File: src/verilog/cfsp_pkg.sv
package cfsp_pkg;
    localparam int FLAG_H = 4;
    localparam int FLAG_I = 3;
    localparam int FLAG_N = 2;
    localparam int FLAG_Z = 1;
    localparam int FLAG_C = 0;
    localparam int SIGN_BIT = 7;
    localparam logic [7:0] FLAGS_FIXED = 8'hE0;
    localparam logic [7:0] FLAGS_RESET = 8'hE8;
    localparam logic [15:0] SP_TOP = 16'h017F;
    localparam logic [15:0] SP_HIGH_MASK = 16'hFFC0;
    localparam logic [5:0] SP_LOW_MASK = 6'h3F;
    localparam logic [2:0] CTX_BYTES = 3'h5;
    localparam logic [2:0] CALL_BYTES = 3'h2;

    // Stack transfer kinds requested by the sequencer
    typedef enum logic [2:0] {
        CFSP_ST_NONE, CFSP_ST_PUSH, CFSP_ST_POP, CFSP_ST_CALL,
        CFSP_ST_RET, CFSP_ST_IENTRY, CFSP_ST_RETURN_FROM_INTERRUPT
    } cfsp_stk_t;

    // Flag update request from the ALU
    typedef struct packed {
        logic       upd_nz;
        logic       upd_h;
        logic       upd_c;
        logic [7:0] result;
        logic       half_carry;
        logic       carry;
    } cfsp_alu_t;

    // Single-flag instructions
    typedef struct packed {
        logic set_mask;
        logic clr_mask;
        logic set_carry;
        logic clr_carry;
    } cfsp_flagop_t;

    // Stack memory cycle presented to the RAM
    typedef struct packed {
        logic        valid;
        logic        write;
        logic [15:0] addr;
        logic [2:0]  index;
    } cfsp_mem_t;
endpackage

File: src/verilog/cfsp_regs.sv
`timescale 1ns/1ps
module cfsp_regs (
    // Clock and reset
    input  wire logic                  clk,
    input  wire logic                  rst_n,
    // ALU and flag instructions
    input  wire cfsp_pkg::cfsp_alu_t    alu,
    input  wire cfsp_pkg::cfsp_flagop_t flagop,
    // Direct register transfers
    input  wire logic                  flags_wr,
    input  wire logic [7:0]            flags_wdata,
    input  wire logic                  spl_wr,
    input  wire logic [7:0]            spl_wdata,
    input  wire logic                  stack_reset_instr,
    // Stack sequencing: one byte per cycle while busy
    input  wire cfsp_pkg::cfsp_stk_t    stk_cmd,
    input  wire logic                  stk_pop_flags,
    input  wire logic [7:0]            pop_byte,
    // Interrupts
    input  wire logic                  irq_req,
    input  wire logic                  trap_req,
    // Outputs
    output logic [7:0]                 condition_flags,
    output logic [15:0]                stack_pointer,
    output cfsp_pkg::cfsp_mem_t         stk_mem,
    output logic                       stk_busy,
    output logic                       irq_take
);
    logic [7:0]  flags_q, flags_d;
    logic [5:0]  spl_q, spl_d;
    logic [2:0]  left_q, left_d;
    logic [2:0]  idx_q, idx_d;
    logic        dir_push_q, dir_push_d;
    logic        ctx_q, ctx_d;
    logic        pend_q;
    cfsp_pkg::cfsp_mem_t mem_q, mem_d;
    logic        take_q;
    logic        busy_q;

    wire         is_push = stk_cmd == cfsp_pkg::CFSP_ST_PUSH;
    wire         is_call = stk_cmd == cfsp_pkg::CFSP_ST_CALL;
    wire         is_ient = stk_cmd == cfsp_pkg::CFSP_ST_IENTRY;
    wire         is_return_from_interrupt = stk_cmd == cfsp_pkg::CFSP_ST_RETURN_FROM_INTERRUPT;
    wire         start   = !stk_busy && stk_cmd != cfsp_pkg::CFSP_ST_NONE;
    wire         ent_go  = is_ient && start;
    wire         return_from_interrupt_go = is_return_from_interrupt && start;
    wire [5:0]   spl_inc = spl_q + 6'h01;
    wire [5:0]   spl_dec = spl_q - 6'h01;
    wire         mask_on = flags_q[cfsp_pkg::FLAG_I];
    // Trap ignores the mask; hardware requests wait for it
    wire         want    = trap_req || ((irq_req || pend_q) && !mask_on);

    function automatic logic [15:0] full_sp(input logic [5:0] low);
        full_sp = (cfsp_pkg::SP_TOP & cfsp_pkg::SP_HIGH_MASK) | {10'h000, low};
    endfunction

    function automatic logic [2:0] byte_count(input cfsp_pkg::cfsp_stk_t c);
        case (c)
            cfsp_pkg::CFSP_ST_CALL, cfsp_pkg::CFSP_ST_RET:
                byte_count = cfsp_pkg::CALL_BYTES;
            cfsp_pkg::CFSP_ST_IENTRY, cfsp_pkg::CFSP_ST_RETURN_FROM_INTERRUPT:
                byte_count = cfsp_pkg::CTX_BYTES;
            cfsp_pkg::CFSP_ST_NONE:
                byte_count = 3'h0;
            default:
                byte_count = 3'h1;
        endcase
    endfunction

    assign stk_busy = busy_q;
    wire push_dir = is_push || is_call || is_ient;
    // Read data answers the registered cycle, one clock after the step
    wire pop_ld   = mem_q.valid && !mem_q.write && stk_pop_flags;

    always_comb begin
        flags_d = flags_q;
        if (alu.upd_h)
            flags_d[cfsp_pkg::FLAG_H] = alu.half_carry;
        if (alu.upd_nz) begin
            flags_d[cfsp_pkg::FLAG_N] = alu.result[cfsp_pkg::SIGN_BIT];
            flags_d[cfsp_pkg::FLAG_Z] = alu.result == 8'h00;
        end
        if (alu.upd_c)
            flags_d[cfsp_pkg::FLAG_C] = alu.carry;
        // Set wins over clear when both arrive together
        if (flagop.clr_carry)
            flags_d[cfsp_pkg::FLAG_C] = 1'b0;
        if (flagop.set_carry)
            flags_d[cfsp_pkg::FLAG_C] = 1'b1;
        if (flags_wr)
            flags_d = flags_wdata;
        if (pop_ld)
            flags_d = pop_byte;
        if (flagop.clr_mask || return_from_interrupt_go)
            flags_d[cfsp_pkg::FLAG_I] = 1'b0;
        if (flagop.set_mask || ent_go)
            flags_d[cfsp_pkg::FLAG_I] = 1'b1;
        flags_d = flags_d | cfsp_pkg::FLAGS_FIXED;
    end

    always_comb begin
        spl_d      = spl_q;
        left_d     = left_q;
        idx_d      = idx_q;
        dir_push_d = dir_push_q;
        ctx_d      = ctx_q;
        mem_d      = '0;
        if (start) begin
            left_d     = byte_count(stk_cmd);
            idx_d      = 3'h0;
            dir_push_d = push_dir;
            ctx_d      = is_ient || is_return_from_interrupt;
        end else if (stk_busy) begin
            mem_d.valid = 1'b1;
            mem_d.write = dir_push_q;
            mem_d.index = idx_q;
            idx_d  = idx_q + 3'h1;
            left_d = left_q - 3'h1;
            if (dir_push_q) begin
                // Write at the free byte, then step down; wraps silently
                mem_d.addr = full_sp(spl_q);
                spl_d = spl_dec;
            end else begin
                mem_d.addr = full_sp(spl_inc);
                spl_d = spl_inc;
            end
        end
        if (spl_wr)
            spl_d = spl_wdata[5:0];
        if (stack_reset_instr)
            spl_d = cfsp_pkg::SP_LOW_MASK;
    end

    always_ff @(posedge clk) begin
        if (!rst_n) begin
            flags_q    <= cfsp_pkg::FLAGS_RESET;
            spl_q      <= cfsp_pkg::SP_LOW_MASK;
            left_q     <= 3'h0;
            idx_q      <= 3'h0;
            dir_push_q <= 1'b0;
            ctx_q      <= 1'b0;
            mem_q      <= '0;
            busy_q     <= 1'b0;
        end else begin
            busy_q     <= left_d != 3'h0;
            flags_q    <= flags_d;
            spl_q      <= spl_d;
            left_q     <= left_d;
            idx_q      <= idx_d;
            dir_push_q <= dir_push_d;
            ctx_q      <= ctx_d;
            mem_q      <= mem_d;
        end
    end

    // Pending latch: a new request beats the clear by entry
    always_ff @(posedge clk) begin
        if (!rst_n) begin
            pend_q <= 1'b0;
            take_q <= 1'b0;
        end else begin
            pend_q <= irq_req || (pend_q && !(ent_go && !mask_on));
            take_q <= want && !stk_busy && !ent_go;
        end
    end

    assign condition_flags = flags_q;
    assign stack_pointer   = full_sp(spl_q);
    assign stk_mem         = mem_q;
    assign irq_take        = take_q;
endmodule

File: config.mk
export PLATFORM = sky130hd
export DESIGN_NAME = cfsp_regs
export DESIGN_NICKNAME = d
export VERILOG_FILES = /design/src/verilog/cfsp_pkg.sv /design/src/verilog/cfsp_regs.sv
export SDC_FILE = /design/constraint.sdc
export NUM_CORES = 1
export LEC_CHECK = 0
export BUFFER_PORTS_ARGS = -buffer_cell sky130_fd_sc_hd__buf_2
export CORE_MARGIN = 4
export CORE_UTILIZATION = 42
export CTS_BUF_LIST = sky130_fd_sc_hd__clkbuf_4
export DETAILED_ROUTE_END_ITERATION = 16
export PLACE_DENSITY = 0.79
export SYNTH_ARGS = -nofsm -noshare
export SYNTH_HDL_FRONTEND = slang
export SYNTH_SLANG_ARGS = --single-unit
File: constraint.sdc
create_clock -name clk -period 1.4 [get_ports clk]
set_input_delay 0.21 -clock clk [delete_from_list [all_inputs] [get_ports clk]]
set_output_delay 0.21 -clock clk [all_outputs]
set_load 0.005 [all_outputs]
==> results.sh <==
export IMPL_cts_root_buf="clkbuf_4"
export IMPL_drtAntennaViolNets=0
export IMPL_die_area_um2=5460
export IMPL_avgRoutedWirePerCell_um=11.9
export IMPL_synth_top_area_share_pct=36.3
export IMPL_synth_common_cells="dfxtp_1 (33), buf_4 (24), nor2_1 (20)"
export IMPL_maxCapViolations=0
export IMPL_path_clk_slew_ns=0.10
export IMPL_yosysSeqAreaShare_pct=36.3
export IMPL_powerDensity_nw_per_um2=1290
export IMPL_crit_cells=4
export IMPL_path_buf_inv=0
export IMPL_routed_wl_um=4070
export IMPL_final_net_count=349
export IMPL_avgSynthCellArea_um2=8.72
export IMPL_finalCoreUtilization_pct=57.3
export IMPL_antenna_found_initial=0
export IMPL_switchingPower_w=0.00103
export IMPL_criticalPathCategory="flop to flop"
export IMPL_violations="negative setup slack"
export IMPL_rows=23
export IMPL_crit_slowest_cell="or4b_4"
export IMPL_synth_top_area_cell="dfxtp_1"
export IMPL_cpLargestDelayFamily="simple AND/OR/NAND/NOR gates"
export IMPL_path_max_fanout=3
export IMPL_whs_path_depth=2
export IMPL_p_clk_share_pct=17.3
export IMPL_fin_tns_setup_ns=-0.285
export IMPL_critPathCaptureType="flop"
export IMPL_ys_warn_count=0
export IMPL_io_buffers=69
export IMPL_ys_types=44
export IMPL_grt_use_total_pct=14.4
export IMPL_drive_gt1_share_pct=39.7
export IMPL_grt_overflow=0
export IMPL_synth_area_leaders="dfxtp_1 (36%), buf_4 (9.9%), mux2i_1 (4.4%)"
export IMPL_power_leakage_nw=1.20
export IMPL_crit_chain="or4b_4 > o22ai_2 > mux2_4 > a31oi_1"
export IMPL_cts_buffers=5
export IMPL_required_ns=1.66
export IMPL_period_needed_ns=1.58
export IMPL_ios=99
export IMPL_dpl_cell_area_um2=2220
export IMPL_drc_errors=0
export IMPL_synth_edf_count=0
export IMPL_grt_pass1_vias=1477
export IMPL_place_gp_congestion=0.798
export IMPL_synth_ff_type="dfxtp_1"
export IMPL_fin_crit_sh_pct=113
export IMPL_nFillCells=386
export IMPL_finalMaxSlewViolations=0
export IMPL_setup_viol=2
export IMPL_cp_arrival_ns=1.84
export IMPL_die_x_um=73.9
export IMPL_hold_path_class="input pin to flop"
export IMPL_vias=1621
export IMPL_synthMostInstantiatedCell="dfxtp_1"
export IMPL_status="finished with violations"
export IMPL_fmax_mhz=634
export IMPL_sequentialPowerShare_pct=40.7
export IMPL_skew_ns=0.00810
export IMPL_dp_hpwl_um=3180
export IMPL_ir_drop_mv=0.577
export IMPL_antenna_cells=0
export IMPL_cpPeakStageDelay_ns=0.55
export IMPL_p_int_w=0.00200
export IMPL_htreeDepth=2
export IMPL_syn_inst=209
export IMPL_grt_pass1_wl_um=6070
export IMPL_start_util_pct=44.6
export IMPL_ys_seq_elements=33
export IMPL_async_flop_share_pct=0
export IMPL_vias_per_cell=4.74
export IMPL_hold_violations=0
export IMPL_cts_tree="done"
export IMPL_design_area_um2=2340
export IMPL_setup_worst_path_start_class="flop"
export IMPL_syn_area_um2=1820
export IMPL_fin_ws_ns=-0.177
export IMPL_die_y_um=73.9
export IMPL_p_comb_share_pct=42.0
export IMPL_cts_sinks=33
export IMPL_drtIter0Drc=72
export IMPL_rsz0062_at_grt="yes"
export IMPL_netSwitchingFraction_pct=34.1
export IMPL_cts_path_max_buffers=2
export IMPL_dr_pass1_iters=4
export IMPL_grt_max_degree=19
export IMPL_clkLatencyLatePin_ns=0.32
export IMPL_coreArea_um2=4090
export IMPL_area_growth_pct=28.5
export IMPL_reg2reg_depth=4
-- stage by stage --
stage | cells | total power (W) | setup slack [ns] | hold WS [ns]
2_1_floorplan | 228 | 0.00202 | -0.130 | 0.320
3_5_place_dp | 333 | 0.00242 | -0.173 | 0.407
4_1_cts | 341 | 0.00297 | -0.182 | 0.0601
6_report | 342 | 0.00303 | -0.177 | 0.0757
5_1_grt | 342 | 0.00325 | -0.213 | 0.0902
3_3_place_gp | 333 | 0.00238 | -0.126 | 0.403
-- kinds of logic (layout without fill, tap and decap cells) --
group	after synthesis	in the layout	synth area share, %
buf+inv	44	108	14.7
xor+xnor	10	10	4.81
mux	10	10	5.63
other cells	2	21	0.412
compound gates	31	31	12.3
fa+ha+maj	6	6	4.12
flops	33	33	36.3
simple gates	73	73	21.8
-- power by group through the flow --
stage	Combinational, W	Sequential (W)	Clock, W
2_1_floorplan	0.000764	0.00126	0
3_3_place_gp	0.00115	0.00123	0
3_5_place_dp	0.00118	0.00124	0
4_1_cts	0.00121	0.00122	0.000541
5_1_grt	0.00142	0.00125	0.000582
6_report	0.00127	0.00123	0.000523
-- timing repair --
| action | 4_1_cts | 5_1_grt |
|---|---|---|
| pin swaps | 3 | 6 |
| gates resized for setup | 4 | 13 |
| buffers inserted | 0 | 1 |
| endpoints found under the setup margin | 4 | 6 |
| hold buffers | 0 | 0 |
-- cell type report --
| type | instances | area (um2) | area share [%] |
|---|---|---|---|
| Sequential cell | 33 | 667 | 28.5 |
| Tap cell | 50 | 62.6 | 2.67 |
| Timing Repair Buffer | 88 | 495 | 21.2 |
| Clock buffer | 6 | 45.0 | 1.92 |
| Multi-Input combinational cell | 151 | 1020 | 43.4 |
| Clock inverter | 2 | 10.0 | 0.428 |
| Inverter | 12 | 45.0 | 1.92 |
-- routing by layer --
| metal | GRT usage [%] | part of all wire, % |
|---|---|---|
| met1 | 15.1 | 39 |
| met2 | 26.8 | 53 |
| met3 | 3.97 | 6.9 |
| met4 | 5.43 | 1.1 |
| met5 | 0 | 0 |
-- path summary, 6_finish.rpt --
path | end | slack (ns) | start
max reg2reg | spl_q[5] | -0.18 | spl_q[0]
max | spl_q[5] | -0.18 | spl_q[0]
min | condition_flags[3] | 0.08 | flagop[3]
min reg2reg | stk_mem[2] | 0.52 | idx_q[2]
-- state kept, by name (all words and copies together), names as in the netlist --
signal           flops
pend_q               1
stk_mem             12
stk_busy             1
dir_push_q           1
left_q               3
spl_q                6
condition_flags      5
idx_q                3
irq_take             1
-- worst register-to-register path: cells and delay by family (launching register included) --
kind / cells / cell delay (ns)
muxes: 1 / 0.31
AOI/OAI and AO/OA: 2 / 0.31
DFF: 1 / 0.34
and+or+nand+nor: 1 / 0.55
-- placed cells by master (no fill, tap or decap), types with 6 or more instances in the layout --
cell type  count
conb_1        21
nand2_1       16
buf_2         69
clkbuf_4       6
nor2b_1        6
dfxtp_1       28
mux2i_1        8
buf_4         18
inv_1         11
nor2_1        20
Power figures use the tool's default switching activity.
